--- config.mk ---
export PLATFORM = sky130hd
export DESIGN_NAME = ccr_channel_control
export DESIGN_NICKNAME = d
export VERILOG_FILES = /design/src/hw/ccr_channel_control.v
export VERILOG_INCLUDE_DIRS = /design/src /design/src/include
export SDC_FILE = /design/constraint.sdc
export NUM_CORES = 1
export LEC_CHECK = 0
export ABC_AREA = 1
export BUFFER_PORTS_ARGS = -buffer_cell sky130_fd_sc_hd__buf_2
export CAP_MARGIN = 5
export CORE_MARGIN = 2
export CORE_UTILIZATION = 50
export DETAILED_ROUTE_END_ITERATION = 8
export PLACE_DENSITY = 0.72
export SYNTH_ARGS = -nofsm -noshare
export SYNTH_HDL_FRONTEND = slang
export SYNTH_SLANG_ARGS = --single-unit
--- constraint.sdc ---
create_clock -name sys_clk -period 4.3 [get_ports sys_clk]
set_input_delay 0.86 -clock sys_clk [delete_from_list [all_inputs] [get_ports sys_clk]]
set_output_delay 0.86 -clock sys_clk [all_outputs]
set_load 0.005 [all_outputs]
--- src/include/ccr_defines.vh ---
/*
 * Constants for the codec channel control register group: command codes,
 * field positions, reset values and the fixed-point unity gain.
 * Assumes inclusion by bare name from design files.
 */
`ifndef CCR_DEFINES_VH
`define CCR_DEFINES_VH

`define CCR_CMD_OPFUNC 8'h60
`define CCR_CMD_IRQMASK 8'h6C
`define CCR_CMD_OPCOND 8'h70
`define CCR_CMD_REVISION 8'h73
`define CCR_CMD_TXGAIN 8'h80
`define CCR_RW_BIT 0

`define CCR_OPFUNC_RESET 8'h00
`define CCR_IRQMASK_RESET 8'hFF
`define CCR_OPCOND_RESET 8'h00
`define CCR_TXGAIN_RESET 16'hA9F0
// unity gain with 16 fraction bits
`define CCR_GAIN_ONE 17'h10000

`define CCR_OF_LINEAR 7
`define CCR_OF_MULAW 6
`define CCR_OF_GR 5
`define CCR_OF_GX 4
`define CCR_OF_X 3
`define CCR_OF_R 2
`define CCR_OF_Z 1
`define CCR_OF_B 0

`define CCR_OC_TXCUT 7
`define CCR_OC_RXCUT 6
`define CCR_OC_HPBYP 5
`define CCR_OC_RXLOSS 4
`define CCR_OC_TXARM 3
`define CCR_OC_IFLOOP 2
`define CCR_OC_FULLLOOP 1
`define CCR_OC_TONE 0

`endif

--- src/hw/ccr_channel_control.v ---
/*
 * Codec channel control register group behind the host command port.
 * Holds the operating-functions, interrupt-mask, operating-conditions and
 * transmit-gain words, the revision read-back, the default/programmed
 * coefficient steering and the decoded control levels.
 * Assumes command-port framing is done outside: each byte arrives as a
 * one-cycle strobe with a flag marking the command byte.
 */
`timescale 1ns/1ps
`include "ccr_defines.vh"

module ccr_channel_control #(
  parameter [7:0] REVISION = 8'h01, // arbitrary value
  parameter [15:0] GX_DEFAULT = 16'hA9F0,
  parameter GAIN_W = 20
) (
  input wire sys_clk,
  input wire arst_n,
  input wire host_cmd_valid,
  input wire host_cmd_is_cmd,
  input wire [7:0] host_cmd_data,
  input wire [3:0] chan_enable,
  output reg [7:0] host_rd_data,
  output reg host_rd_valid,
  input wire [3:0] first_realtime_input,
  input wire [3:0] second_realtime_input,
  output wire realtime_irq,
  output wire linear_coding,
  output wire mulaw_coding,
  output wire receive_gain_prog_sel,
  output wire transmit_gain_prog_sel,
  output wire transmit_eq_prog_sel,
  output wire receive_eq_prog_sel,
  output wire impedance_prog_sel,
  output wire balance_prog_sel,
  output wire balance_filter_enable,
  output wire [15:0] transmit_gain_active,
  output reg [GAIN_W-1:0] transmit_gain_value,
  output wire transmit_cutoff,
  output wire receive_cutoff,
  output wire highpass_bypass,
  output wire receive_loss_insert,
  output wire transmit_irq_arm,
  output wire interface_loopback,
  output wire full_loopback,
  output wire test_tone_on
);

  localparam ST_IDLE = 2'd0;
  localparam ST_DATA0 = 2'd1;
  localparam ST_DATA1 = 2'd2;

  reg [1:0] state_reg;
  reg [7:0] cmd_reg;
  reg [7:0] opfunc_reg;
  reg [7:0] irqmask_reg;
  reg [7:0] opcond_reg;
  reg [15:0] txgain_reg;
  reg [7:0] gain_hi_reg;
  // next values, copied into the registers on every edge
  reg [1:0] state_next;
  reg [7:0] cmd_next;
  reg [7:0] opfunc_next;
  reg [7:0] irqmask_next;
  reg [7:0] opcond_next;
  reg [15:0] txgain_next;
  reg [7:0] gain_hi_next;
  reg [7:0] rd_data_next;
  reg rd_valid_next;

  wire is_read = cmd_reg[`CCR_RW_BIT];
  wire [7:0] cmd_base = {cmd_reg[7:1], 1'b0};
  // command-gated accesses need at least one enabled channel
  wire chan_ok = |chan_enable;
  // mask and revision bypass the channel enables
  wire global_cmd = (cmd_base == `CCR_CMD_IRQMASK) || (cmd_reg == `CCR_CMD_REVISION);
  wire allowed = global_cmd || chan_ok;
  // a flagged byte is a command, any other valid byte fills the data slot
  wire cmd_strobe = host_cmd_valid && host_cmd_is_cmd;
  wire data_strobe = host_cmd_valid && !host_cmd_is_cmd;

  // one nested level: acc' = 1 + s*2^-m*acc, fixed point with 16 fraction bits
  function [GAIN_W-1:0] gx_level;
    input sign;
    input [2:0] shift;
    input [GAIN_W-1:0] acc;
    reg signed [GAIN_W-1:0] acc_s;
    reg signed [GAIN_W-1:0] one_s;
    reg signed [GAIN_W-1:0] term;
    begin
      // inner levels can go negative, so the shift has to keep the sign
      acc_s = acc;
      one_s = {{(GAIN_W-17){1'b0}}, `CCR_GAIN_ONE};
      term = acc_s >>> shift;
      if (sign) begin
        gx_level = one_s - term;
      end else begin
        gx_level = one_s + term;
      end
    end
  endfunction

  // read form of a command shares its upper bits, direction bit set
  function is_read_of;
    input [7:0] cmd;
    input [7:0] base;
    begin
      is_read_of = (cmd[7:1] == base[7:1]) && cmd[`CCR_RW_BIT];
    end
  endfunction

  // only defined read commands answer; other codes stay silent
  function known_read;
    input [7:0] cmd;
    begin
      known_read = is_read_of(cmd, `CCR_CMD_OPFUNC) || is_read_of(cmd, `CCR_CMD_IRQMASK) ||
        is_read_of(cmd, `CCR_CMD_OPCOND) || is_read_of(cmd, `CCR_CMD_TXGAIN) ||
        (cmd == `CCR_CMD_REVISION);
    end
  endfunction

  // read-back mux; register words come in as arguments so the decode sees them change
  function [7:0] rd_mux;
    input [7:0] cmd;
    input [1:0] phase;
    input [7:0] of;
    input [7:0] mk;
    input [7:0] oc;
    input [15:0] gx;
    begin
      if (is_read_of(cmd, `CCR_CMD_OPFUNC)) begin
        rd_mux = of;
      end else if (is_read_of(cmd, `CCR_CMD_IRQMASK)) begin
        rd_mux = mk;
      end else if (is_read_of(cmd, `CCR_CMD_OPCOND)) begin
        rd_mux = oc;
      end else if (cmd == `CCR_CMD_REVISION) begin
        rd_mux = REVISION;
      end else if (is_read_of(cmd, `CCR_CMD_TXGAIN)) begin
        rd_mux = (phase == ST_DATA0) ? gx[15:8] : gx[7:0];
      end else begin
        rd_mux = 8'h00;
      end
    end
  endfunction

  // next-value decode for the command sequencer and the register words
  always @* begin
    state_next = state_reg;
    cmd_next = cmd_reg;
    opfunc_next = opfunc_reg;
    irqmask_next = irqmask_reg;
    opcond_next = opcond_reg;
    txgain_next = txgain_reg;
    gain_hi_next = gain_hi_reg;
    rd_data_next = host_rd_data;
    rd_valid_next = 1'b0;
    if (cmd_strobe) begin
      // a command byte always restarts the sequence
      cmd_next = host_cmd_data;
      state_next = ST_DATA0;
    end else if (data_strobe) begin
      case (state_reg)
        ST_IDLE: begin
          // stray data byte outside a sequence is dropped
          state_next = ST_IDLE;
        end
        ST_DATA0: begin
          state_next = ST_IDLE;
          if (allowed && is_read && known_read(cmd_reg)) begin
            rd_data_next = rd_mux(cmd_reg, state_reg, opfunc_reg, irqmask_reg, opcond_reg, txgain_reg);
            rd_valid_next = 1'b1;
            if (is_read_of(cmd_reg, `CCR_CMD_TXGAIN)) begin
              state_next = ST_DATA1;
            end
          end else if (allowed && !is_read) begin
            if (cmd_reg == `CCR_CMD_OPFUNC) begin
              opfunc_next = host_cmd_data;
            end else if (cmd_reg == `CCR_CMD_IRQMASK) begin
              irqmask_next = host_cmd_data;
            end else if (cmd_reg == `CCR_CMD_OPCOND) begin
              opcond_next = host_cmd_data;
            end else if (cmd_reg == `CCR_CMD_TXGAIN) begin
              gain_hi_next = host_cmd_data;
              state_next = ST_DATA1;
            end
          end
        end
        ST_DATA1: begin
          // second byte of the gain word, either direction
          state_next = ST_IDLE;
          if (is_read) begin
            rd_data_next = rd_mux(cmd_reg, state_reg, opfunc_reg, irqmask_reg, opcond_reg, txgain_reg);
            rd_valid_next = 1'b1;
          end else begin
            // word commits only once both bytes are in
            txgain_next = {gain_hi_reg, host_cmd_data};
          end
        end
        default: begin
          state_next = ST_IDLE;
        end
      endcase
    end
  end

  // every register reloads on each edge; holding is done by the decode above
  always @(posedge sys_clk or negedge arst_n) begin
    if (!arst_n) begin
      state_reg <= ST_IDLE;
      cmd_reg <= 8'h00;
      opfunc_reg <= `CCR_OPFUNC_RESET;
      irqmask_reg <= `CCR_IRQMASK_RESET;
      opcond_reg <= `CCR_OPCOND_RESET;
      txgain_reg <= `CCR_TXGAIN_RESET;
      gain_hi_reg <= 8'h00;
      host_rd_data <= 8'h00;
      host_rd_valid <= 1'b0;
    end else begin
      state_reg <= state_next;
      cmd_reg <= cmd_next;
      opfunc_reg <= opfunc_next;
      irqmask_reg <= irqmask_next;
      opcond_reg <= opcond_next;
      txgain_reg <= txgain_next;
      gain_hi_reg <= gain_hi_next;
      host_rd_data <= rd_data_next;
      host_rd_valid <= rd_valid_next;
    end
  end

  assign linear_coding = opfunc_reg[`CCR_OF_LINEAR];
  // mu-law only meaningful in compressed mode
  assign mulaw_coding = ~opfunc_reg[`CCR_OF_LINEAR] & opfunc_reg[`CCR_OF_MULAW];
  assign receive_gain_prog_sel = opfunc_reg[`CCR_OF_GR];
  assign transmit_gain_prog_sel = opfunc_reg[`CCR_OF_GX];
  assign transmit_eq_prog_sel = opfunc_reg[`CCR_OF_X];
  assign receive_eq_prog_sel = opfunc_reg[`CCR_OF_R];
  assign impedance_prog_sel = opfunc_reg[`CCR_OF_Z];
  assign balance_prog_sel = opfunc_reg[`CCR_OF_B];

  // fixed default word, never overwritten by host writes
  assign transmit_gain_active = transmit_gain_prog_sel ? txgain_reg : GX_DEFAULT;

  // byte1 = C40 m40 C30 m30, byte2 = C20 m20 C10 m10
  wire [7:0] gx_hi = transmit_gain_active[15:8];
  wire [7:0] gx_lo = transmit_gain_active[7:0];
  // magnitude stays within five, so twenty bits leave room for the sign
  reg [GAIN_W-1:0] gx_acc;
  always @* begin
    gx_acc = gx_level(gx_hi[7], gx_hi[6:4], {{(GAIN_W-17){1'b0}}, `CCR_GAIN_ONE});
    gx_acc = gx_level(gx_hi[3], gx_hi[2:0], gx_acc);
    gx_acc = gx_level(gx_lo[7], gx_lo[6:4], gx_acc);
    gx_acc = gx_level(gx_lo[3], gx_lo[2:0], gx_acc);
  end
  // registered for timing; value trails the word by one cycle
  always @(posedge sys_clk or negedge arst_n) begin
    if (!arst_n) begin
      transmit_gain_value <= {GAIN_W{1'b0}};
    end else begin
      transmit_gain_value <= gx_acc;
    end
  end

  assign transmit_cutoff = opcond_reg[`CCR_OC_TXCUT];
  assign receive_cutoff = opcond_reg[`CCR_OC_RXCUT];
  assign balance_filter_enable = ~opcond_reg[`CCR_OC_RXCUT];
  assign highpass_bypass = opcond_reg[`CCR_OC_HPBYP];
  assign receive_loss_insert = opcond_reg[`CCR_OC_RXLOSS];
  assign transmit_irq_arm = opcond_reg[`CCR_OC_TXARM];
  assign interface_loopback = opcond_reg[`CCR_OC_IFLOOP];
  assign full_loopback = opcond_reg[`CCR_OC_FULLLOOP];
  assign test_tone_on = opcond_reg[`CCR_OC_TONE];

  // mask layout interleaves first/second input per channel
  wire [7:0] rt_bits = {second_realtime_input[3], first_realtime_input[3],
                        second_realtime_input[2], first_realtime_input[2],
                        second_realtime_input[1], first_realtime_input[1],
                        second_realtime_input[0], first_realtime_input[0]};
  assign realtime_irq = |(rt_bits & ~irqmask_reg);

endmodule

==> qor.log <==
INFO  worst_setup_path r2r_start=txgain_reg[13]
INFO  placed_design  port_buffers=86
INFO  worst_setup_path critical_path.n_buffers_inverters=10
INFO  sta            max_freq=198MHz
INFO  route          avg_vias_per_cell=5.50
INFO  power_and_ir_drop power.ir.vdd_worst=0.000599V
INFO  worst_setup_path required=4.53ns
INFO  worst_setup_path critical_path.reg2reg.endpoint=transmit_gain_value[18]
INFO  sta            report.final.slew_viol_count=0
INFO  global_route   via_count_of_the_first_global_routing_pass=8913
INFO  sta            rsz_0062_raised_after_global_routing=yes
INFO  final_layout   number_of_antenna_repair_diodes=0
INFO  yosys          synth-main-ff-cell=sky130_fd_sc_hd__dfrtp_1
INFO  route          drt_pass1_iterations=7
INFO  floorplan      fp-row-count=46
INFO  worst_setup_path path_class=reg -> reg
INFO  power_and_ir_drop totalPowerFinal=4.37mW
INFO  placed_design  place.detailed.hpwl=17600um
INFO  clocking       clock_latency_reported_for_the_late_side_of_the_worst_skew_pair=0.35ns
INFO  worst_setup_path cp_top_family=simple AND/OR/NAND/NOR gates
INFO  route          wirelength=27400um
INFO  final_layout   final-seq-area=2200um2
INFO  final_layout   fill_cells=1153
INFO  clocking       cts-buffers-inserted=9
INFO  sta            setup_slack=-0.739ns
INFO  yosys          synthesis.yosys.warnings=0
INFO  sta            hold_violations=0
INFO  clocking       ctsHtreeMaxLevel=3
INFO  clocking       clock-sinks=87
INFO  yosys          post-synth-top-area-fraction=0.220
INFO  worst_setup_path critical_path.max_stage_delay=0.56ns
INFO  yosys          synth_nets=1319
INFO  worst_setup_path crit_path_max_fanout=4
INFO  sta            fin_crit_sh=1.17
INFO  floorplan      floorplan.initialDensity=0.510
INFO  floorplan      design.portCount=87
INFO  final_layout   layout-drive-gt1-share=0.440
INFO  yosys          synthesized_area_divided_by_synthesized_cell_count=6.31um2
INFO  sta            finalClockSkew=0.00708ns
INFO  yosys          synth.cell_area=8080um2
INFO  sta            slew-limit-headroom=0.414
INFO  placed_design  globalplace.congestion=0.909
INFO  sta            setup_violations=18
INFO  route          detailedRoute.firstIterationViolations=986
INFO  yosys          netlist.top_cell.by_area=sky130_fd_sc_hd__dfrtp_1
INFO  worst_setup_path worstSetupStartpoint=txgain_reg[13]
INFO  clocking       cts.reportedPaths.clkPinSlew=0.07ns
INFO  final_layout   largest_register_ff_count=20
INFO  floorplan      die_h=131um
INFO  clocking       max-clock-path-buffers=2
INFO  global_route   remaining_overflow_grt=0
INFO  status         run_status=finished, violations left
INFO  sta            timing.hold.ws=0.490ns
INFO  floorplan      design.core.area=15800um2
INFO  run            drv_cap=0
INFO  route          postRouteAntennaNets=0
INFO  worst_setup_path crit_path_start_kind=flip-flop
INFO  route          route.detailed.wl_per_inst=15.4um
INFO  worst_setup_path category_of_the_worst_setup_path_capture_point=flip-flop
INFO  sta            period_needed=5.04ns
INFO  worst_setup_path crit_slowest_cell=sky130_fd_sc_hd__dfstp_2
INFO  clocking       cts_hold_repair.buffers=0
INFO  yosys          share_of_synthesized_area_occupied_by_flip_flops_and_latches=0.272
INFO  yosys          yosys_reg_bits=87
INFO  sta            tns=-9.55ns
INFO  yosys          netlist-cell-type-count=47
INFO  final_layout   final_core_util=0.742
INFO  global_route   initial_antenna_violation_count=0
INFO  power_and_ir_drop pwr_density_cell=372nW/um2
INFO  floorplan      die_footprint=17200um2
INFO  worst_setup_path cp-endpoint=transmit_gain_value[18]
INFO  placed_design  place_inst=1708
INFO  route          via_count=9821
INFO  final_layout   multi_input_area=6270um2
INFO  sta            max_slew.worst_pin.slew=0.877ns
INFO  floorplan      chipWidth=131um
INFO  clocking       cts_tree=built
INFO  worst_setup_path path_depth=41
INFO  final_layout   final_stage_net_count=1603
INFO  worst_setup_path regToRegSetupSlack=-0.74ns
INFO  final_layout   area_delta_synth_final=45.5%
INFO  worst_hold_path hold_path.class=reg -> reg
INFO  route          detail_route.drc_violations=0
INFO  power_and_ir_drop leakage_power=5.94nW
INFO  global_route   first_pass_grt_wire_length=41500um
INFO  yosys          synth_edf_count=0
INFO  global_route   grt_max_degree=69
INFO  yosys          post_synthesis_cell_count=1280
INFO  final_layout   layout_commonest_cell=sky130_fd_sc_hd__nand2_1
INFO  status         violations=negative setup slack
INFO  yosys          async_set_or_reset_register_ratio_after_synthesis=1.00
INFO  final_layout   layout.cells.most_common_list=334 x sky130_fd_sc_hd__nand2_1, 221 x sky130_fd_sc_hd__buf_4, 141 x sky130_fd_sc_hd__nand3_1, 107 x sky130_fd_sc_hd__nand3_2, 94 x sky130_fd_sc_hd__inv_1
INFO  final_layout   non_filler_instance_count_after_layout=1785
INFO  worst_setup_path number_of_cells_traversed_by_the_worst_register_to_register_path=41
INFO  clocking       clock_root_buffer_master=sky130_fd_sc_hd__clkbuf_16
INFO  worst_setup_path worstPathArrival=5.27ns
INFO  global_route   global_route.usage.total=0.297
INFO  yosys          yosys-top-cells-area=sky130_fd_sc_hd__dfrtp_1 22%, sky130_fd_sc_hd__nand2_1 18%, sky130_fd_sc_hd__nand3_1 14%
-- power breakdown --
part	leakage (nW)	internal (mW)	switching, mW
clock	0.142	0.458	0.345
combinational	4.74	1.16	1.41
sequential	1.05	0.931	0.0634
total	5.94	2.55	1.82
-- through the flow --
stage	cell area, um2	setup slack (ns)
floorplan	8140	-0.223
global placement	9920	-0.513
detailed placement	9920	-0.683
CTS	11000	-0.494
global route	11700	-1.01
finish	11700	-0.739
-- worst min-delay path, delay by kind of cell (launching register included) --
family	cells	cell delay [ns]
AO/OA/AOI/OAI	1	0.06
flip-flops	1	0.35
AND/OR/NAND/NOR	1	0.05
-- cells in the mapped netlist (2+ instances only) --
cell type	number
sky130_fd_sc_hd__o21ai_0	75
sky130_fd_sc_hd__xnor2_1	8
sky130_fd_sc_hd__o22ai_1	3
sky130_fd_sc_hd__nand4_1	9
sky130_fd_sc_hd__nand2_2	49
sky130_fd_sc_hd__nand2_1	396
sky130_fd_sc_hd__or2_1	2
sky130_fd_sc_hd__nand3_2	42
sky130_fd_sc_hd__nor2_4	6
sky130_fd_sc_hd__dfrtp_1	71
sky130_fd_sc_hd__inv_2	16
sky130_fd_sc_hd__clkinv_1	3
sky130_fd_sc_hd__a21oi_1	18
sky130_fd_sc_hd__nor3_1	8
sky130_fd_sc_hd__inv_1	105
sky130_fd_sc_hd__clkbuf_1	16
sky130_fd_sc_hd__inv_4	2
sky130_fd_sc_hd__xor2_1	13
sky130_fd_sc_hd__nor2_1	94
sky130_fd_sc_hd__buf_2	17
sky130_fd_sc_hd__o221ai_1	2
sky130_fd_sc_hd__dfstp_2	16
sky130_fd_sc_hd__a31oi_1	7
sky130_fd_sc_hd__a21oi_2	2
sky130_fd_sc_hd__nand3_1	220
sky130_fd_sc_hd__o21ai_1	8
sky130_fd_sc_hd__buf_4	8
sky130_fd_sc_hd__nand2_4	2
sky130_fd_sc_hd__and2_1	2
sky130_fd_sc_hd__nor2_2	16
sky130_fd_sc_hd__ha_1	15
sky130_fd_sc_hd__o211ai_1	8
sky130_fd_sc_hd__or2_2	7
-- final cells by class --
type                    instances  share of cell area
inverters                     126              0.0409
repair buffers                316               0.190
clock buffers                  11              0.0198
well taps                     216              0.0230
multi-input cells            1024               0.533
clock inverters                 5             0.00565
flip-flops and latches         87               0.187
-- logic make-up after synthesis --
logic type | share of synthesized area
AND/OR/NAND/NOR | 0.505
XOR/XNOR | 0.0228
AO/OA/AOI/OAI | 0.0894
buffers and inverters | 0.0865
flip-flops | 0.272
adder cells (fa/ha/maj) | 0.0232
multiplexers | 0.00139
-- layer usage --
layer / vias up / part of all wire / wire length [um] / GRT usage
li1: 4735 / - / - / -
met1: 4592 / 0.43 / 11800 / 0.414
met2: 446 / 0.49 / 13300 / 0.486
met3: 48 / 0.067 / 1840 / 0.0422
met4: 0 / 0.019 / 515 / 0.0782
met5: - / 0 / 0 / 0
-- how the worst min path moves through the flow --
stage,cells past startpoint,end,startpoint,slack (ns)
global route,2,txgain_reg[6],txgain_reg[6],0.52
detailed placement,2,cmd_reg[5],cmd_reg[5],0.48
global placement,2,gain_hi_reg[0],gain_hi_reg[0],0.47
floorplan,2,gain_hi_reg[3],gain_hi_reg[3],0.45
CTS,2,cmd_reg[5],cmd_reg[5],0.49
finish,2,cmd_reg[6],cmd_reg[6],0.49
-- repair_timing --
item                                    4_1_cts  5_1_grt
cloned                                        0        0
pin swaps                                    62       96
gates resized for setup                     103      150
endpoints found under the setup margin       17       19
buffers inserted                             41       21
No activity file was read; power rests on OpenSTA's default activity.
